## src/inc/ref_ctrl_pkg.sv

```systemverilog
// package: offsets, field positions, reset values and carriers for the reference/offset bank
// assumes an 8-bit sfr bus with single-cycle write strobe and combinational read
package ref_ctrl_pkg;
    localparam logic [7:0] ADDR_TEMP_OFFSET_LOW = 8'h85;
    localparam logic [7:0] ADDR_TEMP_OFFSET_HIGH = 8'h86;
    localparam logic [7:0] ADDR_REGULATOR_CONTROL = 8'hc7;
    localparam logic [7:0] ADDR_REFERENCE_CONTROL = 8'hd1;
    localparam int BIT_TEMP_SENSOR_ON = 2;
    localparam int BIT_REF_SOURCE_SELECT = 3;
    localparam int BIT_REGULATOR_REF_OVERRIDE = 4;
    localparam int BIT_STOP_REGULATOR_SHUTDOWN = 7;
    localparam int BIT_REGULATOR_BYPASS = 6;
    localparam int BIT_MEM_POWER_CTRL = 0;
    localparam logic [7:0] REFERENCE_CONTROL_WMASK = 8'h1c;
    localparam logic [7:0] REGULATOR_CONTROL_WMASK = 8'hc1;
    localparam logic [7:0] TEMP_OFFSET_LOW_WMASK = 8'hc0;
    localparam logic [7:0] REFERENCE_CONTROL_RESET = 8'h00;
    localparam logic [7:0] REGULATOR_CONTROL_RESET = 8'h00;
    localparam logic [4:0] ADC_MUX_TEMP_SENSOR = 5'h1e;
    localparam logic [9:0] FACTORY_ZERO_C_DEFAULT = 10'h200;

    typedef enum logic [2:0] {
        VREF_EXT_PIN = 3'h1,
        VREF_VDD = 3'h2,
        VREF_REGULATOR = 3'h4
    } vref_source_t;

    typedef struct packed {
        logic wr;
        logic [7:0] addr;
        logic [7:0] wdata;
    } sfr_req_t;

    typedef struct packed {
        vref_source_t vref_source;
        logic temp_sensor_on;
        logic temp_sensor_hiz;
        logic temp_to_adc;
    } analog_ctrl_t;

    typedef struct packed {
        logic regulator_on;
        logic power_network_on;
        logic reset_pin_only;
        logic regulator_bypass;
        logic mem_power_ctrl;
    } power_ctrl_t;
endpackage

```

## src/temp_offset_and_vref_control.sv

```systemverilog
// register bank for adc reference select, temp sensor enable, factory offset and regulator control
// assumes sfr bus signals synchronous to core_clk; factory_zero_c_value is stable from power-up
`timescale 1ns/10ps
module temp_offset_and_vref_control
(
    input wire logic core_clk, // system clock, 40 MHz
    input wire logic arst_n, // async reset, active low
    input wire ref_ctrl_pkg::sfr_req_t sfr_req, // sfr write strobe, address, write data
    output logic [7:0] sfr_rdata, // read data for sfr_req.addr
    output logic sfr_hit, // address belongs to this bank
    input wire logic [9:0] factory_zero_c_value, // production-trimmed 0 C reading
    input wire logic [4:0] adc_positive_input_select, // adc positive mux code
    input wire logic stop_mode, // device in stop mode
    output ref_ctrl_pkg::analog_ctrl_t analog_ctrl, // reference and sensor controls
    output ref_ctrl_pkg::power_ctrl_t power_ctrl // regulator controls
);

    // --------------------------------------------------
    // register storage
    // --------------------------------------------------
    logic [7:0] reference_control_q;
    logic [7:0] regulator_control_q;
    logic [7:0] temp_offset_high_q;
    logic [7:0] temp_offset_low_q;
    logic load_pending_q;
    logic wr_ref, wr_reg, wr_hi, wr_lo;

    assign wr_ref = sfr_req.wr && (sfr_req.addr == ref_ctrl_pkg::ADDR_REFERENCE_CONTROL);
    assign wr_reg = sfr_req.wr && (sfr_req.addr == ref_ctrl_pkg::ADDR_REGULATOR_CONTROL);
    assign wr_hi = sfr_req.wr && (sfr_req.addr == ref_ctrl_pkg::ADDR_TEMP_OFFSET_HIGH);
    assign wr_lo = sfr_req.wr && (sfr_req.addr == ref_ctrl_pkg::ADDR_TEMP_OFFSET_LOW);

    always_ff @(posedge core_clk or negedge arst_n)
    begin
        if (!arst_n)
            reference_control_q <= ref_ctrl_pkg::REFERENCE_CONTROL_RESET;
        else if (wr_ref)
            reference_control_q <= sfr_req.wdata & ref_ctrl_pkg::REFERENCE_CONTROL_WMASK;
    end

    always_ff @(posedge core_clk or negedge arst_n)
    begin
        if (!arst_n)
            regulator_control_q <= ref_ctrl_pkg::REGULATOR_CONTROL_RESET;
        else if (wr_reg)
            regulator_control_q <= sfr_req.wdata & ref_ctrl_pkg::REGULATOR_CONTROL_WMASK;
    end

    // flag set by reset, used on first clock to capture the trim value
    always_ff @(posedge core_clk or negedge arst_n)
    begin
        if (!arst_n)
            load_pending_q <= 1'b1;
        else
            load_pending_q <= 1'b0;
    end

    // offset bytes: reset constant, then factory value at the first edge after release
    always_ff @(posedge core_clk or negedge arst_n)
    begin
        if (!arst_n)
        begin
            temp_offset_high_q <= ref_ctrl_pkg::FACTORY_ZERO_C_DEFAULT[9:2];
            temp_offset_low_q <= {ref_ctrl_pkg::FACTORY_ZERO_C_DEFAULT[1:0], 6'h00};
        end
        else if (load_pending_q)
        begin
            temp_offset_high_q <= factory_zero_c_value[9:2];
            temp_offset_low_q <= {factory_zero_c_value[1:0], 6'h00};
        end
        else
        begin
            if (wr_hi)
                temp_offset_high_q <= sfr_req.wdata;
            if (wr_lo)
                temp_offset_low_q <= sfr_req.wdata & ref_ctrl_pkg::TEMP_OFFSET_LOW_WMASK;
        end
    end

    // --------------------------------------------------
    // read mux
    // --------------------------------------------------
    always_comb
    begin
        sfr_hit = 1'b1;
        case (sfr_req.addr)
            ref_ctrl_pkg::ADDR_REFERENCE_CONTROL: sfr_rdata = reference_control_q;
            ref_ctrl_pkg::ADDR_REGULATOR_CONTROL: sfr_rdata = regulator_control_q;
            ref_ctrl_pkg::ADDR_TEMP_OFFSET_HIGH: sfr_rdata = temp_offset_high_q;
            ref_ctrl_pkg::ADDR_TEMP_OFFSET_LOW: sfr_rdata = temp_offset_low_q;
            default:
            begin
                sfr_rdata = 8'h00;
                sfr_hit = 1'b0;
            end
        endcase
    end

    // --------------------------------------------------
    // analog and power controls
    // --------------------------------------------------
    logic sensor_on, ovr, refsel, stop_regulator_shutdown, bypass;
    assign sensor_on = reference_control_q[ref_ctrl_pkg::BIT_TEMP_SENSOR_ON];
    assign ovr = reference_control_q[ref_ctrl_pkg::BIT_REGULATOR_REF_OVERRIDE];
    assign refsel = reference_control_q[ref_ctrl_pkg::BIT_REF_SOURCE_SELECT];
    assign stop_regulator_shutdown = regulator_control_q[ref_ctrl_pkg::BIT_STOP_REGULATOR_SHUTDOWN];
    assign bypass = regulator_control_q[ref_ctrl_pkg::BIT_REGULATOR_BYPASS];

    always_comb
    begin
        analog_ctrl.temp_sensor_on = sensor_on;
        analog_ctrl.temp_sensor_hiz = !sensor_on;
        analog_ctrl.temp_to_adc = (adc_positive_input_select == ref_ctrl_pkg::ADC_MUX_TEMP_SENSOR);
        if (ovr)
            analog_ctrl.vref_source = ref_ctrl_pkg::VREF_REGULATOR;
        else if (refsel)
            analog_ctrl.vref_source = ref_ctrl_pkg::VREF_VDD;
        else
            analog_ctrl.vref_source = ref_ctrl_pkg::VREF_EXT_PIN;
    end

    always_comb
    begin
        power_ctrl.regulator_bypass = bypass;
        power_ctrl.regulator_on = !bypass && !(stop_mode && stop_regulator_shutdown);
        power_ctrl.power_network_on = !(stop_mode && stop_regulator_shutdown);
        power_ctrl.reset_pin_only = stop_mode && stop_regulator_shutdown;
        power_ctrl.mem_power_ctrl = regulator_control_q[ref_ctrl_pkg::BIT_MEM_POWER_CTRL];
    end

    // --------------------------------------------------
    // assertions
    // --------------------------------------------------
    a_ref_reserved_zero: assert property (@(posedge core_clk) disable iff (!arst_n)
        (reference_control_q & ~ref_ctrl_pkg::REFERENCE_CONTROL_WMASK) == 8'h00)
        else $error("reserved reference bits set");
    a_low_reserved_zero: assert property (@(posedge core_clk) disable iff (!arst_n)
        temp_offset_low_q[5:0] == 6'h00)
        else $error("reserved offset low bits set");
    a_ref_write_update: assert property (@(posedge core_clk) disable iff (!arst_n)
        wr_ref |=> reference_control_q == ($past(sfr_req.wdata) & ref_ctrl_pkg::REFERENCE_CONTROL_WMASK))
        else $error("reference write not applied");
    a_ref_hold_idle: assert property (@(posedge core_clk) disable iff (!arst_n)
        !wr_ref |=> $stable(reference_control_q))
        else $error("reference changed without write");
    a_offset_load_after: assert property (@(posedge core_clk) disable iff (!arst_n)
        load_pending_q |=> temp_offset_high_q == $past(factory_zero_c_value[9:2])
            && temp_offset_low_q[7:6] == $past(factory_zero_c_value[1:0]))
        else $error("factory offset not loaded");
    a_vref_override_wins: assert property (@(posedge core_clk) disable iff (!arst_n)
        ovr |-> analog_ctrl.vref_source == ref_ctrl_pkg::VREF_REGULATOR)
        else $error("override did not select regulator");
    a_vref_select_pin: assert property (@(posedge core_clk) disable iff (!arst_n)
        (wr_ref && sfr_req.wdata[4:3] == 2'b00) |=> analog_ctrl.vref_source == ref_ctrl_pkg::VREF_EXT_PIN)
        else $error("pin reference not selected");
    a_sensor_follow_bit: assert property (@(posedge core_clk) disable iff (!arst_n)
        wr_ref |=> analog_ctrl.temp_sensor_on == $past(sfr_req.wdata[2])
            && analog_ctrl.temp_sensor_hiz != analog_ctrl.temp_sensor_on)
        else $error("sensor enable mismatch");
    a_stop_shutdown: assert property (@(posedge core_clk) disable iff (!arst_n)
        (stop_mode && stop_regulator_shutdown) |-> !power_ctrl.regulator_on && !power_ctrl.power_network_on)
        else $error("regulator on in stop with shutdown");
    a_stop_default_on: assert property (@(posedge core_clk) disable iff (!arst_n)
        (stop_mode && !stop_regulator_shutdown && !bypass) |-> power_ctrl.regulator_on && !power_ctrl.reset_pin_only)
        else $error("regulator off in default stop");
    a_ref_vdd_select: assert property (@(posedge core_clk) disable iff (!arst_n)
        (!ovr && refsel) |-> analog_ctrl.vref_source == ref_ctrl_pkg::VREF_VDD)
        else $error("supply reference not selected");
    a_ref_pin_default: assert property (@(posedge core_clk) disable iff (!arst_n)
        (!ovr && !refsel) |-> analog_ctrl.vref_source == ref_ctrl_pkg::VREF_EXT_PIN)
        else $error("pin reference not held");
    a_sensor_off_hiz: assert property (@(posedge core_clk) disable iff (!arst_n)
        !sensor_on |-> analog_ctrl.temp_sensor_hiz && !analog_ctrl.temp_sensor_on)
        else $error("disabled sensor not high impedance");
    a_mux_temp_route: assert property (@(posedge core_clk) disable iff (!arst_n)
        analog_ctrl.temp_to_adc == (adc_positive_input_select == ref_ctrl_pkg::ADC_MUX_TEMP_SENSOR))
        else $error("sensor routing mismatch");
    a_reg_write_update: assert property (@(posedge core_clk) disable iff (!arst_n)
        wr_reg |=> regulator_control_q == ($past(sfr_req.wdata) & ref_ctrl_pkg::REGULATOR_CONTROL_WMASK))
        else $error("regulator write not applied");
    a_reg_hold_idle: assert property (@(posedge core_clk) disable iff (!arst_n)
        !wr_reg |=> $stable(regulator_control_q))
        else $error("regulator control changed without write");
    a_reg_reserved_zero: assert property (@(posedge core_clk) disable iff (!arst_n)
        (regulator_control_q & ~ref_ctrl_pkg::REGULATOR_CONTROL_WMASK) == 8'h00)
        else $error("reserved regulator bits set");
    a_low_write_update: assert property (@(posedge core_clk) disable iff (!arst_n)
        (wr_lo && !load_pending_q) |=> temp_offset_low_q
            == ($past(sfr_req.wdata) & ref_ctrl_pkg::TEMP_OFFSET_LOW_WMASK))
        else $error("offset low write not applied");
    a_high_write_update: assert property (@(posedge core_clk) disable iff (!arst_n)
        (wr_hi && !load_pending_q) |=> temp_offset_high_q == $past(sfr_req.wdata))
        else $error("offset high write not applied");
    a_offset_hold_idle: assert property (@(posedge core_clk) disable iff (!arst_n)
        (!wr_hi && !wr_lo && !load_pending_q) |=> $stable(temp_offset_high_q) && $stable(temp_offset_low_q))
        else $error("offset changed without write");
    a_bypass_reg_off: assert property (@(posedge core_clk) disable iff (!arst_n)
        bypass |-> !power_ctrl.regulator_on && power_ctrl.regulator_bypass)
        else $error("regulator on in bypass");
    a_shutdown_needs_stop: assert property (@(posedge core_clk) disable iff (!arst_n)
        power_ctrl.reset_pin_only |-> stop_mode && stop_regulator_shutdown)
        else $error("reset pin only outside stop shutdown");
    a_awake_network_on: assert property (@(posedge core_clk) disable iff (!arst_n)
        !stop_mode |-> power_ctrl.power_network_on && !power_ctrl.reset_pin_only)
        else $error("power network off while awake");
    c_sensor_measure: cover property (@(posedge core_clk) disable iff (!arst_n)
        sensor_on && analog_ctrl.temp_to_adc);
    c_override_used: cover property (@(posedge core_clk) disable iff (!arst_n) ovr && refsel);
    c_stop_shutdown: cover property (@(posedge core_clk) disable iff (!arst_n) stop_mode && stop_regulator_shutdown);
    c_bypass_used: cover property (@(posedge core_clk) disable iff (!arst_n) bypass && !power_ctrl.regulator_on);
    c_offset_written: cover property (@(posedge core_clk) disable iff (!arst_n) wr_lo && !load_pending_q);
endmodule // temp_offset_and_vref_control

```

## config.mk

```make
export PLATFORM = sky130hd
export DESIGN_NAME = temp_offset_and_vref_control
export DESIGN_NICKNAME = d
export VERILOG_FILES = /design/src/inc/ref_ctrl_pkg.sv /design/src/temp_offset_and_vref_control.sv
export SDC_FILE = /design/constraint.sdc
export NUM_CORES = 1
export LEC_CHECK = 0
export BUFFER_PORTS_ARGS = -buffer_cell sky130_fd_sc_hd__buf_2
export CORE_MARGIN = 10
export CORE_UTILIZATION = 45
export DETAILED_ROUTE_END_ITERATION = 7
export GPL_ROUTABILITY_DRIVEN = 0
export MAX_ROUTING_LAYER = met4
export PLACE_DENSITY = 0.85
export SYNTH_ARGS = -nofsm -noshare
export SYNTH_HDL_FRONTEND = slang
export SYNTH_SLANG_ARGS = --single-unit
```

## constraint.sdc

```tcl
create_clock -name core_clk -period 1.4 [get_ports core_clk]
set_input_delay 0.07 -clock core_clk [delete_from_list [all_inputs] [get_ports core_clk]]
set_output_delay 0.07 -clock core_clk [all_outputs]
set_load 0.01 [all_outputs]
```

==> results.ini, run 1 <==
[worst_setup_path]
reg2reg_from=load_pending_q
crit_path_start_kind=primary input
ff2ff_setup_slack_ns=0.27
cp.required_ns=1.33
startpoint=sfr_req[11]
worst_ep_arrival_time_ns=1.29
path_class=in -> out
r2r_cells=2
path_max_fanout=3
critPathCaptureType=output port
r2r_end=temp_offset_low_q[6]
cp-endpoint=sfr_rdata[7]

[min_path]
hp-class=in -> reg

[clocking]
clk_latency_ns=0.29
htreeDepth=1
root_buffer=clkbuf_4
cts_max_path_buffers=2
clkSinkCount=17
clkTransAtPathRegs_ns=0.11
cts_made_buffers=3
tritoncts=done

[sta]
hold_violations=0
tightest_slew_ns=0.494
setup_violations=0
rsz0062_at_grt=true
slew_violations=0
slew_headroom=0.666
fin_worst_skew_ns=0.00127
period_needed_ns=1.36
period_share=0.973
fmax_mhz=734

[cells_and_area]
diodes=0
nFillCells=190
drive_gt1_frac=0.461
syn_to_final_growth_pct=33.7
fin_area_mm2=0.00149
final_net_count=203

[synthesis]
post-synth-top-count-cell=dfrtp_1
synthTopCellsByArea=dfrtp_1 (34%), a41oi_1 (7.9%), nor2b_1 (7.3%), o31ai_1 (6.7%), dfstp_2 (4.7%)
synthDistinctLibCells=32
synth_commonest_cells=dfrtp_1 (15), nor2b_1 (13), a21oi_1 (10), a41oi_1 (10), o31ai_1 (10)
ys_seq_elements=17
ys_seq_area_frac=0.384
synth-edff-count=0
async_reset_ff_frac=1.00
synth_nets=145
yosysWarnings=0
ys.flop_type=dfrtp_1
synth_top_area_frac=0.337
syn_area_mm2=0.00111
syn_area_per_cell_um2=10.1
postSynthCellCount=110
synth_top_area_cell=dfrtp_1

[place]
io_buffer_count=54
placed_area_mm2=0.00140
dpl.hpwl_mm=2.75

[power]
vdd_ir_drop_max_uv=581
power_density_mw_per_mm2=715
p_total_uw=1060
p_leak_uw=0.000737

[floorplanning]
die_h_um=69.7
rows=17
ios=55
die_w_um=69.7
core_area_mm2=0.00228
start_util=0.489
die_area_mm2=0.00486

[run_status]
status=complete, no violations

[flow_run]
drv_cap=0

[route]
drt_first_iter_violations=48
vias_per_cell=6.01
ant_nets=0
remaining_drc_errors=0
avgRoutedWirePerCell_um=18.6
routed_wl_mm=3.63
vias=1171
drt_first_pass_iters=4

[global_routing]
grt_pass1_wl_mm=6.04
grt_max_degree=21
grt_usage=0.147
grt_remaining_overflow=0
antenna_found_initial=0
grt_pass1_vias=1226

[placed cells by master, fill, tap and decap left out, drive strengths merged]
cell type / instances
a22o: 4
clkbuf: 3
and4b: 1
dlygate4sd3: 2
nor4: 1
nand4b: 1
nor2: 5
mux2: 6
nor2b: 13
a21oi: 10
o31ai: 10
or4b: 1
a221o: 2
and3: 5
nand4: 2
inv: 2
or4: 2
a41oi: 10
nand3: 1
nand2: 1
dfrtp: 15
dfstp: 2
conb: 1
or4bb: 1
nor4bb: 1
clkinv: 2
nor4b: 1
and4bb: 1
buf: 60
and2: 1
[cell families after synthesis]
family          share of synthesized area
buf+inv                            0.0573
flops                               0.384
compound gates                      0.240
simple gates                        0.254
other cells                       0.00337
mux                                0.0607
[critical path: stages]
cell and delay, ns:
buf_8 0.10, buf_4 0.13, or4b_1 0.55, nor2_2 0.16
a221o_1 0.16, buf_2 0.13
[layout make-up]
class,count,area [um2],area share
multi-input combinational,81,632,0.424
sequential,17,428,0.287
timing repair buffer,62,355,0.239
tap,28,35.0,0.0235
clock buffer,3,22.5,0.0151
inverter,3,11.3,0.00756
clock inverter,1,5.00,0.00336
[power by group]
part           leakage [uW]  switching (uW)  internal, uW
Sequential         0.000204            32.9           530
Clock             0.0000177             173           106
Combinational      0.000516             112           110
Total              0.000737             319           746
[registers in the layout, indices dropped and copies added, names as in the netlist]
register	flops
load_pending_q	1
regulator_control_q	3
reference_control_q	3
temp_offset_low_q	2
temp_offset_high_q	8
[worst min path at each step]
stage | startpoint | endpoint | slack [ns] | cells past startpoint
after global routing | sfr_req[3] | reference_control_q[3] | 0.0004 | 2
after global placement | arst_n | temp_offset_high_q[1] | 0.01 | 1
after floorplan | arst_n | reference_control_q[2] | -0.23 | 0
after detailed placement | arst_n | reference_control_q[2] | 0.02 | 1
final | factory_zero_c_value[3] | temp_offset_high_q[1] | 0.01 | 3
after CTS | factory_zero_c_value[9] | temp_offset_high_q[7] | 0.002 | 3
[per-layer routing]
metal,vias up,share of wire,GRT usage
li1,547,-,-
met1,567,0.42,0.172
met2,53,0.50,0.248
met3,4,0.064,0.0371
met4,0,0.0077,0.0283
met5,-,0,-
[repair_timing]
item,4_1_cts,5_1_grt
resized for setup,0,9
hold buffers,1,1
endpoints found under the hold margin,17,1
setup endpoints to repair,0,7
buffers inserted,0,2
[stage by stage]
step	setup slack, ns	std cells	hold slack (ns)	setup TNS [ns]	util
after floorplan	0.249	110	-0.226	0	-
after global placement	0.0292	187	0.0101	0	0.614
after detailed placement	-0.0184	187	0.0181	-0.0260	0.614
after CTS	0.0119	192	0.00185	0	0.630
after global routing	-0.00870	195	0.000361	-0.0148	0.654
final	0.0372	195	0.0135	0	0.654
Note: power is estimated with default switching activity, not from simulation.
==> run 2, diff against run 1 <==
- RECOVER_POWER: default -> 25
==> results.ini, run 2 (synthesis results as in run 1) <==
[run_status]
status=complete, no violations  ; unchanged

[global_routing]
grt_remaining_overflow=0  ; unchanged
grt_pass1_vias=1226  ; unchanged
grt_max_degree=21  ; unchanged
grt_pass1_wl_mm=6.04  ; unchanged
antenna_found_initial=0  ; unchanged
grt_usage=0.147  ; unchanged

[power]
power.sequential.fraction=0.529  ; about the same
vdd_ir_drop_max_uv=581  ; about the same
p_sw_frac=0.299  ; about the same
p_int_uw=746  ; about the same
p_leak_uw=0.000735  ; was 0.000737 uW
power_density_mw_per_mm2=716  ; was 715 mW/mm2
power.switching_uw=319  ; about the same
p_clk_frac=0.263  ; about the same
pwr-share-comb=0.208  ; was 0.209

[sta]
final.setup.worst_slack_ns=0.0366  ; was 0.0372 ns
slew_headroom=0.387  ; was 0.666
setup_violations=0  ; unchanged
tns_ns=0  ; unchanged
whs_ns=0.0134  ; was 0.0135 ns
period_needed_ns=1.36  ; about the same
tightest_slew_ns=0.920  ; was 0.494 ns
hold_violations=0  ; unchanged
fmax_mhz=733  ; was 734 MHz
period_share=0.974  ; was 0.973
fin_worst_skew_ns=0.00140  ; was 0.00127 ns
slew_violations=0  ; unchanged
rsz0062_at_grt=true  ; unchanged

[clocking]
cts_max_path_buffers=2  ; unchanged
clkTransAtPathRegs_ns=0.11  ; about the same
clkSinkCount=17  ; unchanged
htreeDepth=1  ; unchanged
tritoncts=done  ; unchanged
root_buffer=clkbuf_4  ; unchanged
clk_latency_ns=0.29  ; about the same
cts_made_buffers=3  ; unchanged

[route]
drt_first_iter_violations=48  ; unchanged
avgRoutedWirePerCell_um=18.6  ; about the same
remaining_drc_errors=0  ; unchanged
vias=1171  ; unchanged
drt_first_pass_iters=4  ; unchanged
ant_nets=0  ; unchanged
routed_wl_mm=3.63  ; about the same
vias_per_cell=6.01  ; unchanged

[floorplanning]
die_area_mm2=0.00486  ; unchanged
die_h_um=69.7  ; unchanged
rows=17  ; unchanged
ios=55  ; unchanged
start_util=0.489  ; unchanged
die_w_um=69.7  ; unchanged
core_area_mm2=0.00228  ; unchanged

[place]
dpl.hpwl_mm=2.75  ; unchanged
post-place-ws_ns=-0.0184  ; unchanged
placed_cells=187  ; unchanged
io_buffer_count=54  ; unchanged

[worst_setup_path]
worst_ep_arrival_time_ns=1.29  ; about the same
cp.required_ns=1.33  ; about the same
path_class=in -> out  ; unchanged
path_max_fanout=3  ; unchanged
crit_path_start_kind=primary input  ; unchanged
critPathCaptureType=output port  ; unchanged

[cells_and_area]
finalNonFillerCells=195  ; unchanged
reg_top3=temp_offset_high_q x8, reference_control_q x3, regulator_control_q x3  ; unchanged
final_cell_mix=buf_2 (51), dfrtp_1 (15), nor2b_1 (13)  ; was buf_2 (52), dfrtp_1 (15), nor2b_1 (13)
largest_reg_flops=8  ; unchanged
syn_to_final_growth_pct=33.6  ; was 33.7%
final_util=0.654  ; about the same
top_register=temp_offset_high_q  ; unchanged
nFillCells=191  ; was 190
multi_input_area_um2=632  ; unchanged
layout_commonest_cell=buf_2  ; unchanged
diodes=0  ; unchanged
final_net_count=203  ; unchanged
regArea_um2=428  ; unchanged
drive_gt1_frac=0.455  ; was 0.461

[flow_run]
drv_cap=0  ; unchanged

[min_path]
hp-class=in -> reg  ; unchanged

[run 2: cell count changes in the layout (fill, tap and decap cells not counted), sizes merged]
cell    change
buf         -1
clkbuf      +1
[run 2: path summary, 6_finish.rpt]
| kind | from | to | slack (ns) | cells after the start |
|---|---|---|---|---|
| max in group asynchronous | arst_n | regulator_control_q[6] | 0.43 | 2 |
| worst min register to register | temp_offset_high_q[7] | temp_offset_high_q[7] | 0.50 | 2 |
| worst max register to register | load_pending_q | temp_offset_low_q[6] | 0.27 | 2 |
| worst max-delay path | sfr_req[11] | sfr_rdata[7] | 0.04 | 6 |
| min in group asynchronous | arst_n | temp_offset_high_q[2] | 0.41 | 2 |
| worst min-delay path | factory_zero_c_value[3] | temp_offset_high_q[1] | 0.01 | 3 |
[run 2: timing repair]
item / in CTS / in global routing
hold endpoints to repair: 17 / 1
hold buffers: 1 / 1
buffers inserted: 0 / 2
gates resized for setup: 0 / 9
endpoints found under the setup margin: 0 / 7
[run 2: worst max-delay path, stage by stage]
cell	delay, ns
buf_8	0.10
buf_4	0.13
or4b_1	0.55
nor2_2	0.16
a221o_1	0.16
buf_2	0.13
[run 2: metal layers]
metal / GRT usage / up-vias / wire (um)
li1: - / 547 / -
met1: 0.172 / 567 / 1540
met2: 0.248 / 53 / 1830
met3: 0.0371 / 4 / 235
met4: 0.0283 / 0 / 28
met5: - / - / 0
[run 2: cell type report]
cell class / instances / share of cell area
flip-flops and latches: 17 / 0.288
clock buffers: 3 / 0.0151
well taps: 28 / 0.0235
inverters: 3 / 0.00757
clock inverters: 1 / 0.00336
repair buffers: 62 / 0.238
multi-input cells: 81 / 0.425
[run 2: power groups by stage]
stage	sequential [uW]	clock (uW)	combinational, uW
after floorplan	555	0	111
after global placement	568	0	195
after detailed placement	571	0	206
after CTS	561	282	209
after global routing	567	302	245
final	563	280	222
[run 2: through the flow]
step	total power [uW]	instance area, um2
after global routing	1110	1490
final	1060	1490
after global placement	763	1400
after floorplan	665	1110
after CTS	1050	1430
after detailed placement	776	1400
==> run 3, diff against run 2 <==
- CELL_PAD_IN_SITES_DETAIL_PLACEMENT: default -> 0
- CELL_PAD_IN_SITES_GLOBAL_PLACEMENT: default -> 1
- CORE_UTILIZATION: 45 -> 33
==> results.ini, run 3 (synthesis results as in run 1) <==
[clocking]
tritoncts=done  ; unchanged
clkTransAtPathRegs_ns=0.10  ; was 0.11 ns
root_buffer=clkbuf_4  ; unchanged
clk_latency_ns=0.30  ; was 0.29 ns
cts_max_path_buffers=2  ; unchanged
cts_made_buffers=3  ; unchanged
htreeDepth=1  ; unchanged
clkSinkCount=17  ; unchanged

[sta]
period_share=0.960  ; was 0.974
fmax_mhz=744  ; was 733 MHz
period_needed_ns=1.34  ; was 1.36 ns
tightest_slew_ns=0.951  ; was 0.920 ns
slew_violations=0  ; unchanged
setup_violations=0  ; unchanged
hold_violations=0  ; unchanged
fin_worst_skew_ns=0.0121  ; was 0.00140 ns
rsz0062_at_grt=false  ; was true
slew_headroom=0.366  ; was 0.387

[global_routing]
grt_pass1_wl_mm=5.40  ; was 6.04 mm
grt_pass1_vias=1157  ; was 1,226
grt_usage=0.110  ; was 0.147
antenna_found_initial=0  ; unchanged
grt_max_degree=21  ; unchanged
grt_remaining_overflow=0  ; unchanged

[worst_setup_path]
path_class=in -> out  ; unchanged
ff2ff_setup_slack_ns=0.33  ; was 0.27 ns
critPathCaptureType=output port  ; unchanged
cp_slowest_cell=or4_1  ; was or4b_1
crit_chain=buf_2 > and4bb_4 > and3_4 > or4_1 > buf_2  ; was buf_8 > buf_4 > or4b_1 > nor2_2 > a221o_1 > buf_2
worst_ep_arrival_time_ns=1.27  ; was 1.29 ns
cp.required_ns=1.33  ; about the same
path_max_fanout=6  ; was 3
crit_top_cell=buf_2
crit_path_start_kind=primary input  ; unchanged
cp.buffers_inverters=2  ; was 3
path_delay_family=simple AND/OR/NAND/NOR gates  ; unchanged
cpPeakStageDelay_ns=0.50  ; was 0.55 ns

[floorplanning]
core_area_mm2=0.00331  ; was 0.00228 mm2
rows=21  ; was 17
die_area_mm2=0.00610  ; was 0.00486 mm2
ios=55  ; unchanged
die_h_um=78.1  ; was 69.7 um
start_util=0.336  ; was 0.489
die_w_um=78.1  ; was 69.7 um

[route]
vias_per_cell=5.25  ; was 6.01
avgRoutedWirePerCell_um=15.9  ; was 18.6 um
drt_first_pass_iters=4  ; unchanged
wl_met1_mm=1.33  ; was 1.54 mm
routed_wl_mm=3.43  ; was 3.63 mm
met2WireLength_mm=1.69  ; was 1.83 mm
dr.max_layer_used=met4  ; unchanged
drt_first_iter_violations=54  ; was 48
ant_nets=0  ; unchanged
wl_met3_um=364  ; was 235 um
vias=1134  ; was 1,171
remaining_drc_errors=0  ; unchanged

[flow_run]
drv_cap=0  ; unchanged

[power]
p_clk_frac=0.255  ; was 0.263
vdd_ir_drop_max_uv=315  ; was 581 uV
power_density_mw_per_mm2=685  ; was 716 mW/mm2
p_total_uw=1040  ; was 1060 uW
p_leak_uw=0.000738  ; was 0.000735 uW
pwr-share-comb=0.206  ; was 0.208
p_sw_frac=0.281  ; was 0.299
power.sequential.fraction=0.539  ; was 0.529
p_int_uw=747  ; was 746 uW
power.switching_uw=292  ; was 319 uW

[cells_and_area]
top_register=temp_offset_high_q  ; unchanged
largest_reg_flops=8  ; unchanged
reg_top3=temp_offset_high_q x8, reference_control_q x3, regulator_control_q x3  ; unchanged
final_net_count=206  ; was 203
syn_to_final_growth_pct=36.3  ; was 33.6%
layout_commonest_cell=buf_2  ; unchanged
diodes=0  ; unchanged
drive_gt1_frac=0.459  ; was 0.455
final_util=0.458  ; was 0.654
final_cell_mix=buf_2 (53), dfrtp_1 (15), nor2b_1 (13)  ; was buf_2 (51), dfrtp_1 (15), nor2b_1 (13)

[place]
dpl.hpwl_mm=2.74  ; was 2.75 mm
io_buffer_count=54  ; unchanged

[run_status]
status=complete, no violations  ; unchanged

[min_path]
hp-class=in -> reg  ; unchanged

## run 3: changes by cell type in the layout (fill, tap and decap cells not counted), sizes merged
cell / delta
buf: +3
clkbuf: +1
clkinv: -1
## run 3: area by class of cell
type | instances | area [um2]
sequential | 17 | 428
clock buffer | 4 | 26.3
timing repair buffer | 65 | 357
fill | 337 | 1790
tap | 46 | 57.6
inverter | 3 | 11.3
multi-input combinational | 81 | 638
## run 3: metal layers
layer	global-route usage	vias up
met5	-	-
met4	0.0484	0
met3	0.0569	4
met2	0.174	46
met1	0.113	531
li1	-	553
## run 3: final timing paths
check	startpoint	to	depth (start not counted)
hold reg to reg	temp_offset_high_q[7]	temp_offset_high_q[7]	2
setup / recovery	sfr_req[11]	sfr_hit	5
hold / removal	sfr_req[4]	reference_control_q[4]	2
min in group asynchronous	arst_n	reference_control_q[4]	2
max in group asynchronous	arst_n	temp_offset_low_q[6]	2
setup reg to reg	load_pending_q	temp_offset_high_q[4]	2
## run 3: worst register-to-register path, cell delays in order (launching register included)
cell,delay (ns)
dfstp_2,0.72
nor2b_1,0.19
a21oi_1,0.06
## run 3: power groups by stage
stage | clock network [uW] | logic, uW | registers, uW
after floorplan | 0 | 111 | 555
after global placement | 0 | 200 | 568
after CTS | 277 | 213 | 560
after detailed placement | 0 | 206 | 570
final | 265 | 215 | 560
after global routing | 300 | 238 | 566
## run 3: timing repair
item,4_1_cts,5_1_grt
hold buffers,2,0
setup buffers,1,1
hold endpoints to repair,18,0
pin swaps,0,2
gates resized for setup,1,4
cloned,0,0
endpoints found under the setup margin,3,4
## run 3: stage by stage
step	hold slack [ns]	setup slack [ns]	setup TNS, ns	cell area, um2	std cells
final	0.00811	0.0563	0	1520	216
after global routing	0.000550	0.00329	0	1520	216
after CTS	0.00344	0.000746	0	1510	216
after detailed placement	0.0134	-0.0288	-0.0441	1450	209
after global placement	0.00812	0.00251	0	1450	209
after floorplan	-0.226	0.249	0	1110	110
